## config.mk

```make
export PLATFORM = sky130hd
export DESIGN_NAME = hsc_line_sync
export DESIGN_NICKNAME = d
export VERILOG_FILES = /design/src/hsc_pkg.sv /design/src/hsc_line_sync.sv /design/src/hsc_sync2.sv
export SDC_FILE = /design/constraint.sdc
export NUM_CORES = 1
export LEC_CHECK = 0
export ABC_AREA = 1
export BUFFER_PORTS_ARGS = -buffer_cell sky130_fd_sc_hd__buf_2
export CORE_ASPECT_RATIO = 0.9
export CORE_MARGIN = 4
export CORE_UTILIZATION = 60
export DETAILED_ROUTE_END_ITERATION = 6
export PLACE_DENSITY = 0.91
export SYNTH_ARGS = -nofsm -noshare
export SYNTH_HDL_FRONTEND = slang
export SYNTH_SLANG_ARGS = --single-unit
export TNS_END_PERCENT = 1
```

## constraint.sdc

```tcl
create_clock -name clk_sys -period 5.7 [get_ports clk_sys]
set_clock_uncertainty 0.2 [all_clocks]
set_input_delay 0.57 -clock clk_sys [delete_from_list [all_inputs] [get_ports clk_sys]]
set_output_delay 0.57 -clock clk_sys [all_outputs]
set_load 0.1 [all_outputs]
```

## src/hsc_pkg.sv

```systemverilog
// constants shared by the line sync processing block
package hsc_pkg;
	// ------------------------------------------------------------
	// register offsets
	// ------------------------------------------------------------
	localparam logic [7:0] REG_OUT_CTRL  = 8'h04;
	localparam logic [7:0] REG_PHASE     = 8'h05;
	localparam logic [7:0] REG_STATUS    = 8'h06;
	localparam logic [7:0] REG_PULSE_W   = 8'h07;

	// ------------------------------------------------------------
	// field positions of the output control register
	// ------------------------------------------------------------
	localparam int OUT_POL_BIT   = 4;  // 1: output sync active high
	localparam int HS_POL_BIT    = 3;  // manual input polarity, 1: high
	localparam int AUTO_POL_BIT  = 2;  // 1: detect input polarity
	localparam int COAST_POL_BIT = 1;  // 1: coast input active high
	localparam int INT_COAST_BIT = 0;  // 1: internal coast allowed

	// status register fields
	localparam int ST_POL_BIT    = 0;  // polarity in use, 1: high
	localparam int ST_COAST_BIT  = 1;  // coast currently active

	// ------------------------------------------------------------
	// reset values and widths
	// ------------------------------------------------------------
	localparam logic [7:0] CTRL_RST    = 8'h15;
	localparam logic [7:0] PULSE_W_RST = 8'h20;
	localparam logic [7:0] PHASE_RST   = 8'h00;
	localparam int         PHASE_W     = 5;    // 32 steps per period
	localparam int         PHASE_STEPS = 32;
	localparam int         CNT_W       = 16;
	localparam logic [15:0] COAST_MARGIN = 16'h0010;
endpackage

```

## src/hsc_line_sync.sv

```systemverilog
// line sync processing: polarity, coast gating and regenerated sync
`timescale 1ns/1ns
// Overview of operation
// [RL1] sample phase steps across one clock period in 32 equal steps
// [RL2] incoming line sync is the reference for the sampling clock
// [RL3] input sync polarity is found so the output polarity is known
// [RL4] control bit 4 of register 04 picks output sync polarity
// [RL5] regenerated sync lines up with the delayed pixel data outputs
// [RL6] pulse width in pixel clocks comes from register 07
// [RL7] asynchronous coast blocks the clock reference, clock keeps running
// [RL8] coast comes from the coast pin or from internal sync logic
// [RL9] outside source should leave coast idle with a dedicated sync wire
// [RL10] a control bit sets the active level of the coast pin
// [RL11] without auto detect, software sets sync and coast polarity bits
// [RL12] pulse starts with the aligned leading edge, lasts programmed count
module hsc_line_sync #(
	parameter int DATA_LAT = 3,   // pixel pipeline depth, at least 2
	parameter int PIX_W    = 24
) (
	// clock and reset
	input  wire logic             clk_sys,
	input  wire logic             resetn,
	// register port
	input  wire logic [7:0]       reg_addr,
	input  wire logic [7:0]       reg_wdata,
	input  wire logic             reg_wr,
	input  wire logic             reg_rd,
	output logic      [7:0]       reg_rdata,
	// sync and coast pins
	input  wire logic             line_sync_in,
	input  wire logic             coast_in,
	// sampled pixel data
	input  wire logic [PIX_W-1:0] pix_in,
	output logic      [PIX_W-1:0] pix_out,
	// clock generator side
	output logic                  pll_ref_out,
	output logic                  pll_hold,
	output logic [hsc_pkg::PHASE_W-1:0] sample_phase,
	// regenerated sync
	output logic                  regen_line_sync_out
);
	localparam int CW = hsc_pkg::CNT_W;

	typedef struct packed {
		logic [7:0]                    ctrl;
		logic [7:0]                    width;
		logic [hsc_pkg::PHASE_W-1:0]   phase;
		logic [7:0]                    rdata;
		logic                          hs_prev;
		logic                          hsn_prev;
		logic                          det_pol;
		logic [CW-1:0]                 hi_cnt;
		logic [CW-1:0]                 lo_cnt;
		logic [CW-1:0]                 line_cnt;
		logic [CW-1:0]                 period;
		logic                          period_ok;
		logic                          ref_out;
		logic                          hold;
		logic [DATA_LAT-1:0]           lead_pipe;
		logic [DATA_LAT-1:0][PIX_W-1:0] pix_pipe;
		logic [PIX_W-1:0]              pix_q;
		logic [7:0]                    wcnt;
		logic                          sync_out;
	} hsc_state_t;

	hsc_state_t s_q;
	hsc_state_t s_d;
	logic [1:0] pins_s;
	logic       hs_s;
	logic       coast_s;
	logic       pol_high;
	logic       hsn;
	logic       lead;
	logic       coast_ext;
	logic       coast_int;
	logic       coast_act;
	logic [CW:0] coast_lim;

	// ------------------------------------------------------------
	// pin synchronisers
	// ------------------------------------------------------------
	hsc_sync2 #(
		.W (2)
	) u_sync (
		.clk_sys (clk_sys),
		.resetn  (resetn),
		.d       ({coast_in, line_sync_in}),
		.q       (pins_s)
	);
	assign hs_s    = pins_s[0];
	assign coast_s = pins_s[1];

	// ------------------------------------------------------------
	// polarity, leading edge and coast decode
	// ------------------------------------------------------------
	// manual bit used when detection is off, software keeps it right
	always_comb begin
		pol_high  = s_q.ctrl[hsc_pkg::AUTO_POL_BIT] ? s_q.det_pol
		          : s_q.ctrl[hsc_pkg::HS_POL_BIT];         // RL3
		hsn       = pol_high ? hs_s : ~hs_s;
		lead      = hsn & ~s_q.hsn_prev;
		coast_ext = s_q.ctrl[hsc_pkg::COAST_POL_BIT] ? coast_s
		          : ~coast_s;                              // RL10
		coast_lim = {1'b0, s_q.period} + {1'b0, hsc_pkg::COAST_MARGIN};
		// a missing pulse past the learned period starts internal coast
		coast_int = s_q.ctrl[hsc_pkg::INT_COAST_BIT] & s_q.period_ok
		          & ({1'b0, s_q.line_cnt} > coast_lim);    // RL8
		coast_act = coast_ext | coast_int;                 // RL8
	end

	// ------------------------------------------------------------
	// next state
	// ------------------------------------------------------------
	always_comb begin
		s_d          = s_q;
		s_d.hs_prev  = hs_s;
		s_d.hsn_prev = hsn;

		// register writes
		if (reg_wr) begin
			case (reg_addr)
				hsc_pkg::REG_OUT_CTRL: s_d.ctrl  = reg_wdata;  // RL4
				hsc_pkg::REG_PULSE_W:  s_d.width = reg_wdata;  // RL6
				hsc_pkg::REG_PHASE:
					s_d.phase = reg_wdata[hsc_pkg::PHASE_W-1:0]; // RL1
				default: ;
			endcase
		end

		// register reads, unmapped offsets answer zero
		if (reg_rd) begin
			case (reg_addr)
				hsc_pkg::REG_OUT_CTRL: s_d.rdata = s_q.ctrl;
				hsc_pkg::REG_PULSE_W:  s_d.rdata = s_q.width;
				hsc_pkg::REG_PHASE:
					s_d.rdata = {{(8-hsc_pkg::PHASE_W){1'b0}}, s_q.phase};
				hsc_pkg::REG_STATUS: begin
					s_d.rdata = '0;
					s_d.rdata[hsc_pkg::ST_POL_BIT]   = pol_high;
					s_d.rdata[hsc_pkg::ST_COAST_BIT] = s_q.hold;
				end
				default: s_d.rdata = '0;
			endcase
		end

		// run lengths of raw high and low; the shorter one is the pulse
		// each run clears where it starts, so both stand at a rise
		if (hs_s & ~s_q.hs_prev) begin
			s_d.det_pol = (s_q.hi_cnt < s_q.lo_cnt);       // RL3
			s_d.hi_cnt  = '0;
		end else if (~hs_s & s_q.hs_prev) begin
			s_d.lo_cnt  = '0;
		end else if (hs_s) begin
			if (s_q.hi_cnt != '1) s_d.hi_cnt = CW'(s_q.hi_cnt + 1'b1);
		end else begin
			if (s_q.lo_cnt != '1) s_d.lo_cnt = CW'(s_q.lo_cnt + 1'b1);
		end

		// line period, learned only from edges seen outside coast
		if (lead) begin
			s_d.line_cnt = '0;
			if (!coast_act) begin
				s_d.period    = s_q.line_cnt;
				s_d.period_ok = 1'b1;
			end
		end else if (s_q.line_cnt != '1) begin
			s_d.line_cnt = CW'(s_q.line_cnt + 1'b1);
		end

		// reference to the clock generator, gated while coasting
		s_d.ref_out = coast_act ? 1'b0 : hsn;              // RL2 RL7
		s_d.hold    = coast_act;                           // RL7

		// leading edge travels with its pixel to keep them aligned
		s_d.lead_pipe = {s_q.lead_pipe[DATA_LAT-2:0], lead};     // RL5
		s_d.pix_pipe  = {s_q.pix_pipe[DATA_LAT-2:0], pix_in};    // RL5
		s_d.pix_q     = s_q.pix_pipe[DATA_LAT-1];

		// width counter, a new edge restarts the pulse
		if (s_q.lead_pipe[DATA_LAT-1]) begin
			s_d.wcnt = s_q.width;                          // RL12
		end else if (s_q.wcnt != '0) begin
			s_d.wcnt = s_q.wcnt - 8'h01;                   // RL6
		end
		// next polarity, so a control write never leaves a stale level
		s_d.sync_out = s_d.ctrl[hsc_pkg::OUT_POL_BIT]
		             ? (s_d.wcnt != '0) : (s_d.wcnt == '0);  // RL4
	end

	// ------------------------------------------------------------
	// state register
	// ------------------------------------------------------------
	always_ff @(posedge clk_sys or negedge resetn) begin
		if (!resetn) begin
			s_q       <= '0;
			s_q.ctrl  <= hsc_pkg::CTRL_RST;
			s_q.width <= hsc_pkg::PULSE_W_RST;
			s_q.phase <= hsc_pkg::PHASE_RST[hsc_pkg::PHASE_W-1:0];
			// level the normalised sync shows after reset, no false edge
			s_q.hsn_prev <= 1'b1;
		end else begin
			s_q <= s_d;
		end
	end

	// outputs, all from flip-flops
	assign reg_rdata           = s_q.rdata;
	assign pix_out             = s_q.pix_q;
	assign pll_ref_out         = s_q.ref_out;
	assign pll_hold            = s_q.hold;
	assign sample_phase        = s_q.phase;
	assign regen_line_sync_out = s_q.sync_out;

	// helper: length of the last active output run
	logic [7:0] run_len;
	logic [7:0] run_w;
	logic       act_now;
	assign act_now = (s_q.wcnt != '0);
	// a restart clears the run and takes the width loaded with it
	always_ff @(posedge clk_sys or negedge resetn) begin
		if (!resetn) begin
			run_len <= '0;
			run_w   <= '0;
		end else if (s_q.lead_pipe[DATA_LAT-1]) begin
			run_len <= '0;
			run_w   <= s_q.width;
		end else begin
			run_len <= act_now ? 8'(run_len + 1'b1) : '0;
		end
	end
endmodule // hsc_line_sync

```

## src/hsc_sync2.sv

```systemverilog
// two-stage synchroniser for asynchronous pin inputs
`timescale 1ns/1ns
module hsc_sync2 #(
	parameter int W = 1
) (
	// clock and reset
	input  wire logic         clk_sys,
	input  wire logic         resetn,
	// asynchronous in, synchronous out
	input  wire logic [W-1:0] d,
	output logic      [W-1:0] q
);
	typedef struct packed {
		logic [W-1:0] meta;
		logic [W-1:0] stable;
	} hsc_sync_st_t;

	hsc_sync_st_t s_q;
	hsc_sync_st_t s_d;

	// first stage feeds only the second
	always_comb begin
		s_d        = s_q;
		s_d.meta   = d;
		s_d.stable = s_q.meta;
	end

	always_ff @(posedge clk_sys or negedge resetn) begin
		if (!resetn) begin
			s_q <= '0;
		end else begin
			s_q <= s_d;
		end
	end

	assign q = s_q.stable;
endmodule // hsc_sync2

```

# Word level (Yosys, flattened, before mapping)
# Cells that the tools add are included.
word_totals:
  reg_bits: 211
  in_bits: 46
  elab_cells: 86
classes:
  n_reduce_logical: 13
  bitwise: 12
  n_addsub: 5
  mux: 21
  eq_ne: 9
  n_lt_le_gt_ge: 2
op_table:
  columns: ["op", "count"]
  rows:
  - ["two-way mux 16 bit", 9]
  - ["adder 16 x 1 -> 16 bit (second input constant)", 3]
  - ["inequality test 16 bit (second input constant)", 3]
  - ["equality test 8 x 3 -> 1 bit (second input constant)", 4]
  - ["case mux 8 bit (4 select lines)", 1]
  - ["two-way mux 8 bit", 3]
  - ["two-way mux 18 bit", 1]
  - ["adder 16 x 5 -> 17 bit (second input constant)", 1]
  - ["> comparator 16 x 17 -> 1 bit", 1]
  - ["less-than comparator 16 bit", 1]
  - ["nonzero test 8 bit", 2]
  - ["two-way mux 5 bit", 2]
  - ["logical NOT 8 bit", 1]
  - ["AND reduction 2 bit", 4]
  - ["nonzero test 2 bit", 4]
  - ["subtractor 8 x 1 -> 8 bit (second input constant)", 1]
  - ["NOT 1 bit", 6]
  - ["AND reduction 3 bit", 2]
  - ["AND 1 bit", 5]
  - ["two-way mux 1 bit", 5]
  - ["inequality test 2 bit (second input constant)", 2]
  - ["bitwise OR 1 bit", 1]

# Logic depth before layout (Yosys ltp)
# Gate-level depths: netlist of run 1.
logic_depth:
  word_depth: 6
  depth_mapped: 20

# Cells and area by module
# From an unflattened synthesis of run 1, not the netlist that was laid out.
unflattened:
  cells_unflattened: 970
  hier_area_um2: 9248.9
modules_own_cells:
  columns: ["mod", "cells_per_inst", "n_inst", "area_per_inst_um2"]
  rows:
  - ["hsc_line_sync", 966, 1, 9148.8]
  - ["hsc_sync2", 4, 1, 100.1]

# Worst setup path before layout of run 1
# Ideal clock, no wire load.
synth_path:
  path_kind: "register -> register"
  start: "register s_q[115] in the netlist's numbering"
  end: "register s_q[119] in the netlist's numbering"
  period_less_slack_ps: 2709
  arrival_ps: 2392
  n_path_buf: 1
  setup_slack_ps: 2991
  stages_incl_launch_ff: 19
  required_time_ps: 5383
  cell_sequence: "dfrtp_1 -> ha_1 -> nand2_1 -> nor2_2 -> nand3_1 -> nor3_1 -> xor2_1 -> ha_1 -> a21oi_1 -> o21bai_1 -> nand2_1 -> nand2_1 -> nor2_1 -> nand2_1 -> nand2_4 -> nand3_4 -> buf_6 -> nand2_1 -> nand2_1"
synth_via:
  elab_chain_len: 6
synth_rtl:
  columns: ["item", "line", "source"]
  rows:
  - ["start, declared", "hsc_line_sync.sv:66", "hsc_state_t s_q;"]
  - ["adder 16 x 5 -> 17 bit", "hsc_line_sync.sv:104", "coast_lim = {1'b0, s_q.period} + {1'b0, hsc_pkg::COAST_MARGIN};"]
  - ["> comparator 16 x 17 -> 1 bit", "hsc_line_sync.sv:107", "& ({1'b0, s_q.line_cnt} > coast_lim);"]
  - ["AND 1 bit", "hsc_line_sync.sv:107", null]
  - ["bitwise OR 1 bit", "hsc_line_sync.sv:108", "coast_act = coast_ext | coast_int;"]
  - ["NOT 1 bit (no line)", null, null]
  - ["AND reduction 2 bit (no line)", null, null]
# Every way passes these cells.
# A chain may end at the register's enable or synchronous reset.

# Worst setup path in the final report of run 1
layout_path:
  start: "register s_q[115] in the netlist's numbering"
  end: "register s_q[126] in the netlist's numbering"
# Same word-level chain as after synthesis.

==> results.txt, run 1 <==
- Status: finished with violations
- Violations in the final reports: negative hold slack
- Fraction of power spent switching nets: 28.52%
- Via-per-instance ratio: around 5.7
* Post-synthesis sequential area ratio: approximately 57%
- Routed len/inst: between 15 and 20 um
- CTS built an H-tree with a depth of 1.
- The first detailed-routing pass ran for 7 iterations.
- Number of warnings reported in the yosys synthesis log: 0
- Worst voltage drop across the vdd grid: 0.2386 mV
- Combinational logic is responsible for about 14% of the overall power.
* Overall die width: roughly 140 um
- TritonCTS built the clock tree.
* Share of flip-flops with an asynchronous set or reset after synthesis: 100.0%
- Synthesized netlist net count: 1046
- Antenna violations before repair: 0
- 86 I/O pins were placed.
- Leaving out fill and tap cells, the most frequent cell in the layout is dfrtp_1.
- Compared with the post-synthesis result, the final layout area differs by 14.30%.
* Vert. Die Dim: between 100 and 150 um
- Remaining design rule violation count: 0
- The core region is approximately 15000 um^2.
* Cell chosen for the clock root: clkbuf_16
- Cell area power density: 339.7 nW/um^2
* Clock transition time at the flip-flop clock pins of the worst setup and hold paths: approximately 0.070 ns
- The first global-routing pass estimated 35.76 mm of wire.
- Worst endpoint data arrival time: 3.28 ns
* Starting Density: 61.96%
- Unique cell type count in the Yosys netlist: 45
- Buffers placed on the I/O ports in this run total 85.
- For this design, the CTS-stage hold fixing added 25 buffers.
- Number of failing hold endpoints at the final stage: 8
* Clock sink total: roughly 210
* Number of maximum-capacitance violations: 0
- Vias in the first global route: between 7000 and 8000
* Pin count of the biggest net entering global routing: between 100 and 150
* Fraction of the cycle the final worst path needs: a little over half
- Number of CTS-inserted buffers: 21
- Once routing completed, OpenROAD measured the worst setup slack at around 2.6 ns.
* Fraction of power consumed by sequential logic: a little under half
- 0 antenna diodes ended up in the layout.
* RSZ-0062 raised after global routing: no
- Number of fill cells: slightly below 1000
- Number of slew-limit violations in the final report: 0
- The die covers about 17000 um^2.
* Placement row count: 42
- Core utilization of the finished layout: between 70% and 80%
* Drt initial violations: approximately 760
* Actual slew at the worst max-slew pin: slightly above 1 ns
- Clock network fraction of total power: between 30% and 40%
* Post-Syn Instances: 963
* Yosys reg bits: between 200 and 250
- CTS Buffer Depth: 3
* CP required: slightly below 6 ns
- In the global route stage, overall resource usage came out at between 20% and 30%.
- In this run the remaining antenna-violating nets after routing total 0.
- Via count: around 7200
- Along the worst path, the maximum fanout reaches 18.
- For the worst-skew pair, the clock arrives at the later sink with an insertion delay of 0.50 ns.
- Summing all non-filler instances in the final layout gives an area of around 11000 um^2.
- Critical path launch point type: register
- Gr ovfl total: 0
- For this block, the routed nets add up to 22.20 mm of wire.
- Number of post-CTS setup repair buffers: 0
- The internal portion of the total power is around 2.6 mW.
- Layout cell share with drive strength beyond 1: between 10% and 20%
- Nature of the critical path endpoint: register
- The critical path is of the register to register type.
* Worst slew slack as a fraction of its limit: 32.15%
- In this run the cell area of the synthesized design comes to 9215 um^2.
- After detailed placement, the total cell area comes to approximately 9600 um^2.
- Detailed placement ended at an HPWL of roughly 14 mm.
* Final weighted congestion of routability-driven global placement: approximately 0.9
- At the end of the flow, the number of nets in the layout was around 1100.
* Clock period minus final worst setup slack: between 3 and 4 ns
- After clock tree synthesis, the repair step resized 0 gates.
- The worst hold path belongs to the class input pin to asynchronous set/reset pin.
- In the synthesized netlist the dominant register cell turns out to be dfrtp_1.
- Setup violations remaining at the end of the flow were counted as 0.
- Pre-CTS WS: around 2.7 ns
* Maximum clock rate: about 320 MHz
- Most used cells in the layout excluding fill and tap cells: dfrtp_1, nand2_1, inv_1, buf_2, nor2_1
- Avg Cell Area, Syn: 9.569 um^2
* Reported leakage power: around 5.2 nW
* Net switching power of the design: 1.020 mW
- In this run, synthesis inferred 0 flip-flops with an integrated enable.
- Fin Setup TNS: 0 ns
* Worst hold margin: -0.02714 ns
power groups by stage:
stage	clock, mW	sequential, mW	combinational (mW)
detailed placement	0	1.71	0.459
finish	1.40	1.69	0.488
CTS	1.40	1.68	0.483
global placement	0	1.70	0.429
floorplan	0	1.69	0.329
global route	1.48	1.70	0.540
cells in the mapped netlist (4+ instances only):
cell,count,area share (%)
a211oi_1,4,0.33
a21oi_1,38,2.1
a31oi_1,4,0.27
buf_4,39,3.2
clkbuf_1,6,0.24
dfrtp_1,206,56
dfstp_2,5,1.4
ha_1,37,5.0
inv_1,121,4.9
nand2_1,197,8.0
nand3_1,49,2.7
nand4_1,34,2.3
nor2_1,72,2.9
nor3_1,15,0.81
nor4_1,6,0.41
o21a_1,4,0.33
o21ai_0,59,3.2
o22ai_1,5,0.34
o31ai_1,5,0.41
xnor2_1,5,0.48
xor2_1,19,1.8
sequential cells by signal (all words and copies together) (netlist names):
| signal | cells |
|---|---|
| pll_ref_out | 1 |
| u_sync.q | 2 |
| pix_out | 24 |
| s_q | 93 |
| regen_line_sync_out | 1 |
| u_sync.s_d | 2 |
| s_d | 74 |
| sample_phase | 5 |
| pll_hold | 1 |
| reg_rdata | 8 |
logic make-up after synthesis:
family	Yosys count	share of synthesized area [%]
simple gates	389	18.66
flops	211	57.37
buf+inv	172	8.717
compound gates	129	7.834
fa+ha+maj	37	5.024
xor+xnor	24	2.281
mux	1	0.1222
metal layers:
layer	vias to the layer above	share of wire [%]	track usage [%]
li1	3295	-	-
met1	3449	38	33.43
met2	407	48	42.31
met3	76	8.6	4.315
met4	0	4.6	8.803
met5	-	0	0
per-stage QoR:
stage	hold WS (ns)	std cells	power (mW)
2_1_floorplan	0.07441	963	2.023
3_3_place_gp	0.1315	1200	2.127
3_5_place_dp	0.1347	1200	2.167
4_1_cts	0.002571	1263	3.568
5_1_grt	0.08949	1264	3.718
6_report	-0.02714	1264	3.578
worst max-delay path: stages, from the launching register on:
cell and delay, ns:
dfrtp_1 0.40, ha_1 0.21, nand2_1 0.07, nor2_2 0.16
nand3_1 0.15, nor3_1 0.20, xor2_1 0.18, ha_1 0.26
a21oi_1 0.15, o21bai_1 0.08, nand2_1 0.07, nand2_1 0.06
nor2_1 0.09, nand2_1 0.08, nand2_4 0.18, nand3_4 0.22
nand2_1 0.14, nand2_1 0.07
path summary, 6_finish.rpt:
| check | startpoint | end | slack [ns] | cells after the start |
|---|---|---|---|---|
| max reg2reg | s_q[115] | s_q[126] | 2.58 | 17 |
| min | resetn | pix_out[0] | -0.03 | 1 |
| max | s_q[115] | s_q[126] | 2.58 | 17 |
| max in group asynchronous | resetn | s_q[131] | 4.06 | 2 |
| min reg2reg | s_d[65] | s_d[89] | 0.14 | 0 |
| min in group clk_sys | reg_wdata[6] | s_q[197] | 0.10 | 3 |
cell type report:
| type | count | area (um^2) | area share, % |
|---|---|---|---|
| flip-flops and latches | 211 | 5286 | 50.19 |
| multi-input cells | 580 | 3126 | 29.67 |
| repair buffers | 115 | 724.4 | 6.878 |
| clock buffers | 29 | 585.6 | 5.560 |
| inverters | 122 | 457.9 | 4.348 |
| well taps | 198 | 247.7 | 2.352 |
| clock inverters | 9 | 105.1 | 0.9979 |
(Power assumes the default switching activity.)
==> run 2: changes to the inputs <==
--- a/config.mk
+++ b/config.mk
@@ -9,9 +9,9 @@
 export BUFFER_PORTS_ARGS = -buffer_cell sky130_fd_sc_hd__buf_2
 export CORE_ASPECT_RATIO = 0.9
 export CORE_MARGIN = 4
-export CORE_UTILIZATION = 60
+export CORE_UTILIZATION = 59
 export DETAILED_ROUTE_END_ITERATION = 6
-export PLACE_DENSITY = 0.91
+export PLACE_DENSITY = 0.9
 export SYNTH_ARGS = -nofsm -noshare
 export SYNTH_HDL_FRONTEND = slang
 export SYNTH_SLANG_ARGS = --single-unit
==> constraint.sdc (replaced) <==
create_clock -name clk_sys -period 3.19 [get_ports clk_sys]
set_clock_uncertainty 0.2 [all_clocks]
set_input_delay 0.319 -clock clk_sys [delete_from_list [all_inputs] [get_ports clk_sys]]
set_output_delay 0.319 -clock clk_sys [all_outputs]
set_load 0.1 [all_outputs]
==> results.txt, run 2 (synthesized netlist as in run 1, its figures left out) <==
- Net switching power of the design: 1.783 mW (was 1.020 mW)
- The sequential group share of total power came to 47.1% (was 47.2%).
- The largest register by flop count is s_q (unchanged).
* Pin count of the biggest net entering global routing: 91 (was 131)
- The final routed wirelength across all metal layers came to 23.06 mm (was 22.20 mm).
- The headroom to the max-slew limit is 51.93% (was 32.15%).
- The required time at the worst-slack endpoint was 3.41 ns (was 5.87 ns).
- Inst Count DP: 1212 (was 1200)
- The starting density of the core was 59.89% (was 61.96%).
- Number of maximum-capacitance violations: 0 (unchanged)
* Synthesis-to-finish area growth: 16.59% (was 14.30%)
- The number of setup buffers added after CTS is 0 (unchanged).
- The category of the worst setup path capture point is a register (unchanged).
- The total internal power came to 4.588 mW (was 2.558 mW).
* Actual slew at the worst max-slew pin: 0.7211 ns (was 1.014 ns)
- The count of vias placed by the detailed router was 7441 (was 7227).
- The estimated wirelength of the detail-placed design came to 14.24 mm (was 14.42 mm).
* CORE AREA: 15390 um^2 (was 14870 um^2)
- The via count of the first global-routing pass was 7163 (was 7105).
- Status: finished, final reports clean (was finished with violations).
- Fraction of power spent switching nets: 27.99% (was 28.52%)
* Core utilization of the finished layout: 69.82% (was 70.82%)
- The max-slew violation count is 0 (unchanged).
* Most used cells in the layout excluding fill and tap cells: dfrtp_1, nand2_1, inv_1, buf_2, nor2_1 (unchanged)
* Layout cell share with drive strength beyond 1: 13.82% (was 13.04%)
- Final std cells w/o fill: 1287 (was 1264)
* Fraction of the cycle the final worst path needs: 92.55% (was 54.65%)
- Worst hold margin: 0.06858 ns (was -0.02714 ns)
* Number of nets in the layout: 1153 (was 1134)
* Post-route ant nets: 0 (unchanged)
- The flip-flop count of the largest register, all copies and words added was 93 (unchanged).
* Wire length of the first global-routing pass: 37.18 mm (was 35.76 mm)
- Clock transition time at the flip-flop clock pins of the worst setup and hold paths: 0.07 ns (about the same)
- The peak supply drop is 0.5932 mV (was 0.2386 mV).
* First-pass iteration count of the detailed router: 7 (unchanged)
* Reported leakage power: 5.292 nW (was 5.209 nW)
- The count of buffers from port buffering was 85 (unchanged).
- Portion of total power attributed to combinational logic: 14.0% (was 13.6%)
- CTS Buffer Depth: 3 (unchanged)
- The source-to-sink clock delay at the later pin of the worst-skew pair came to 0.51 ns (was 0.50 ns).
* Vert. Die Dim: 126.6 um (was 125.6 um)
* Drt initial violations: 841 (was 758)
- TritonCTS clock tree: built (unchanged)
* Worst endpoint data arrival time: 3.18 ns (was 3.28 ns)
* Clock period minus final worst setup slack: 2.952 ns (was 3.115 ns)
- Gr ovfl total: 0 (unchanged)
- Path type of the worst min-delay path: input pin to register (was input pin to asynchronous set/reset pin)
* Clock network fraction of total power: 38.9% (was 39.2%)
- The count of unresolved DRC violations after routing was 0 (unchanged).
- The number of buffers added by the clock tree synthesis step was 21 (unchanged).
- Antenna violations before repair: 0 (unchanged)
- Placement row count: 43 (was 42)
* GRT Total Usage: 25.84% (was 25.14%)
- Via-per-instance ratio: 5.782 (was 5.718)
* Number of failing hold endpoints at the final stage: 0 (was 8)
- The clock tree root buffer cell is clkbuf_16 (unchanged).
* Final setup violation count: 0 (unchanged)
- The average wire per cell in the routed design came to 17.91 um (was 17.56 um).
- The number of inserted filler cells in the final layout came to 987 (was 973).
- The I/O pin count was 86 (unchanged).
- The horizontal extent of the die is 139.7 um (was 138.6 um).
- Kind of critical path: register to register (unchanged)
* # H-tree levels: 1 (unchanged)
- The full die area was 17680 um^2 (was 17410 um^2).
- The nature of the critical path startpoint is a register (unchanged).
* Final weighted congestion of routability-driven global placement: 0.9191 (was 0.9123)
* Clock sink total: 211 (unchanged)
- The number of inserted diodes is 0 (unchanged).
- The peak clock frequency supported by timing is 338.7 MHz (was 321.0 MHz).
- The commonest non-fill, non-tap cell in the layout is dfrtp_1 (unchanged).
- Critical path fanouts, max: 11 (was 18)
- The power density of the placed cells was 593.0 nW/um^2 (was 339.7 nW/um^2).
- The setup total negative slack is 0 ns (unchanged).
[run 2: changes by cell type in the layout (fill, tap and decap cells not counted)]
cell	delta
clkbuf_1	+2
nor2_1	-1
nor2_4	+1
buf_4	+7
nand3_4	+1
nor3_1	-2
dlygate4sd3_1	+10
inv_6	-1
nand3_2	+1
nand3_1	-1
buf_12	+1
nor3_2	+2
clkinv_2	-1
[run 2: layer usage]
metal | vias to the layer above | share of wire [%] | GRT usage (%)
li1 | 3335 | - | -
met5 | - | 0 | 0
met4 | 0 | 5.1 | 11.74
met1 | 3494 | 39 | 34.44
met2 | 488 | 47 | 41.95
met3 | 124 | 9.0 | 4.485
[run 2: what timing repair did]
item	in CTS	in global routing
hold buffers	36	0
setup endpoints to repair	0	19
resized for setup	0	6
endpoints found under the hold margin	136	0
[run 2: power by group through the flow]
stage          sequential (mW)  clock (mW)  combinational [mW]
2_1_floorplan             3.03           0               0.587
3_3_place_gp              3.03           0               0.783
3_5_place_dp              3.04           0               0.819
4_1_cts                   3.00        2.49               0.873
5_1_grt                   3.02        2.61               0.984
6_report                  3.00        2.48               0.889
[run 2: layout make-up]
cell class | instances | area [um^2] | share of cell area [%]
inverter | 122 | 457.9 | 4.262
clock buffer | 31 | 593.1 | 5.520
clock inverter | 7 | 91.34 | 0.8501
tap | 202 | 252.7 | 2.352
sequential | 211 | 5286 | 49.20
timing repair buffer | 133 | 897.1 | 8.350
multi-input combinational | 581 | 3166 | 29.46
[run 2: final timing paths]
kind	end	slack, ns	startpoint	cells after the start
max	pll_ref_out	0.24	s_q[117]	18
min	reg_rdata[0]	0.07	reg_addr[0]	5
max reg2reg	pll_ref_out	0.24	s_q[117]	18
min reg2reg	s_d[96]	0.13	s_d[72]	0
max in group asynchronous	s_d[67]	1.70	resetn	3
min in group asynchronous	reg_rdata[7]	0.25	resetn	2
[run 2: critical path, cell delays in order (launching register included)]
cell,delay [ns]
dfrtp_1,0.41
nand3_1,0.13
nor2_1,0.11
nand2_1,0.10
nor2_1,0.24
nand3_1,0.13
xor2_1,0.16
ha_1,0.37
nand2_1,0.07
nor2_1,0.09
nand3_1,0.09
nor2_1,0.09
nand2_1,0.05
nand2_1,0.05
nor2_1,0.06
nand2_4,0.16
buf_4,0.19
nand2_1,0.08
nor2_1,0.10
[run 2: metrics by stage]
step | total power, mW | setup WS, ns | area, um^2
4_1_cts | 6.368 | 0.1859 | 10700
3_5_place_dp | 3.862 | 0.2234 | 9659
6_report | 6.371 | 0.2377 | 10740
5_1_grt | 6.613 | -0.0001332 | 10740
2_1_floorplan | 3.615 | 0.4809 | 9215
3_3_place_gp | 3.814 | 0.3261 | 9659
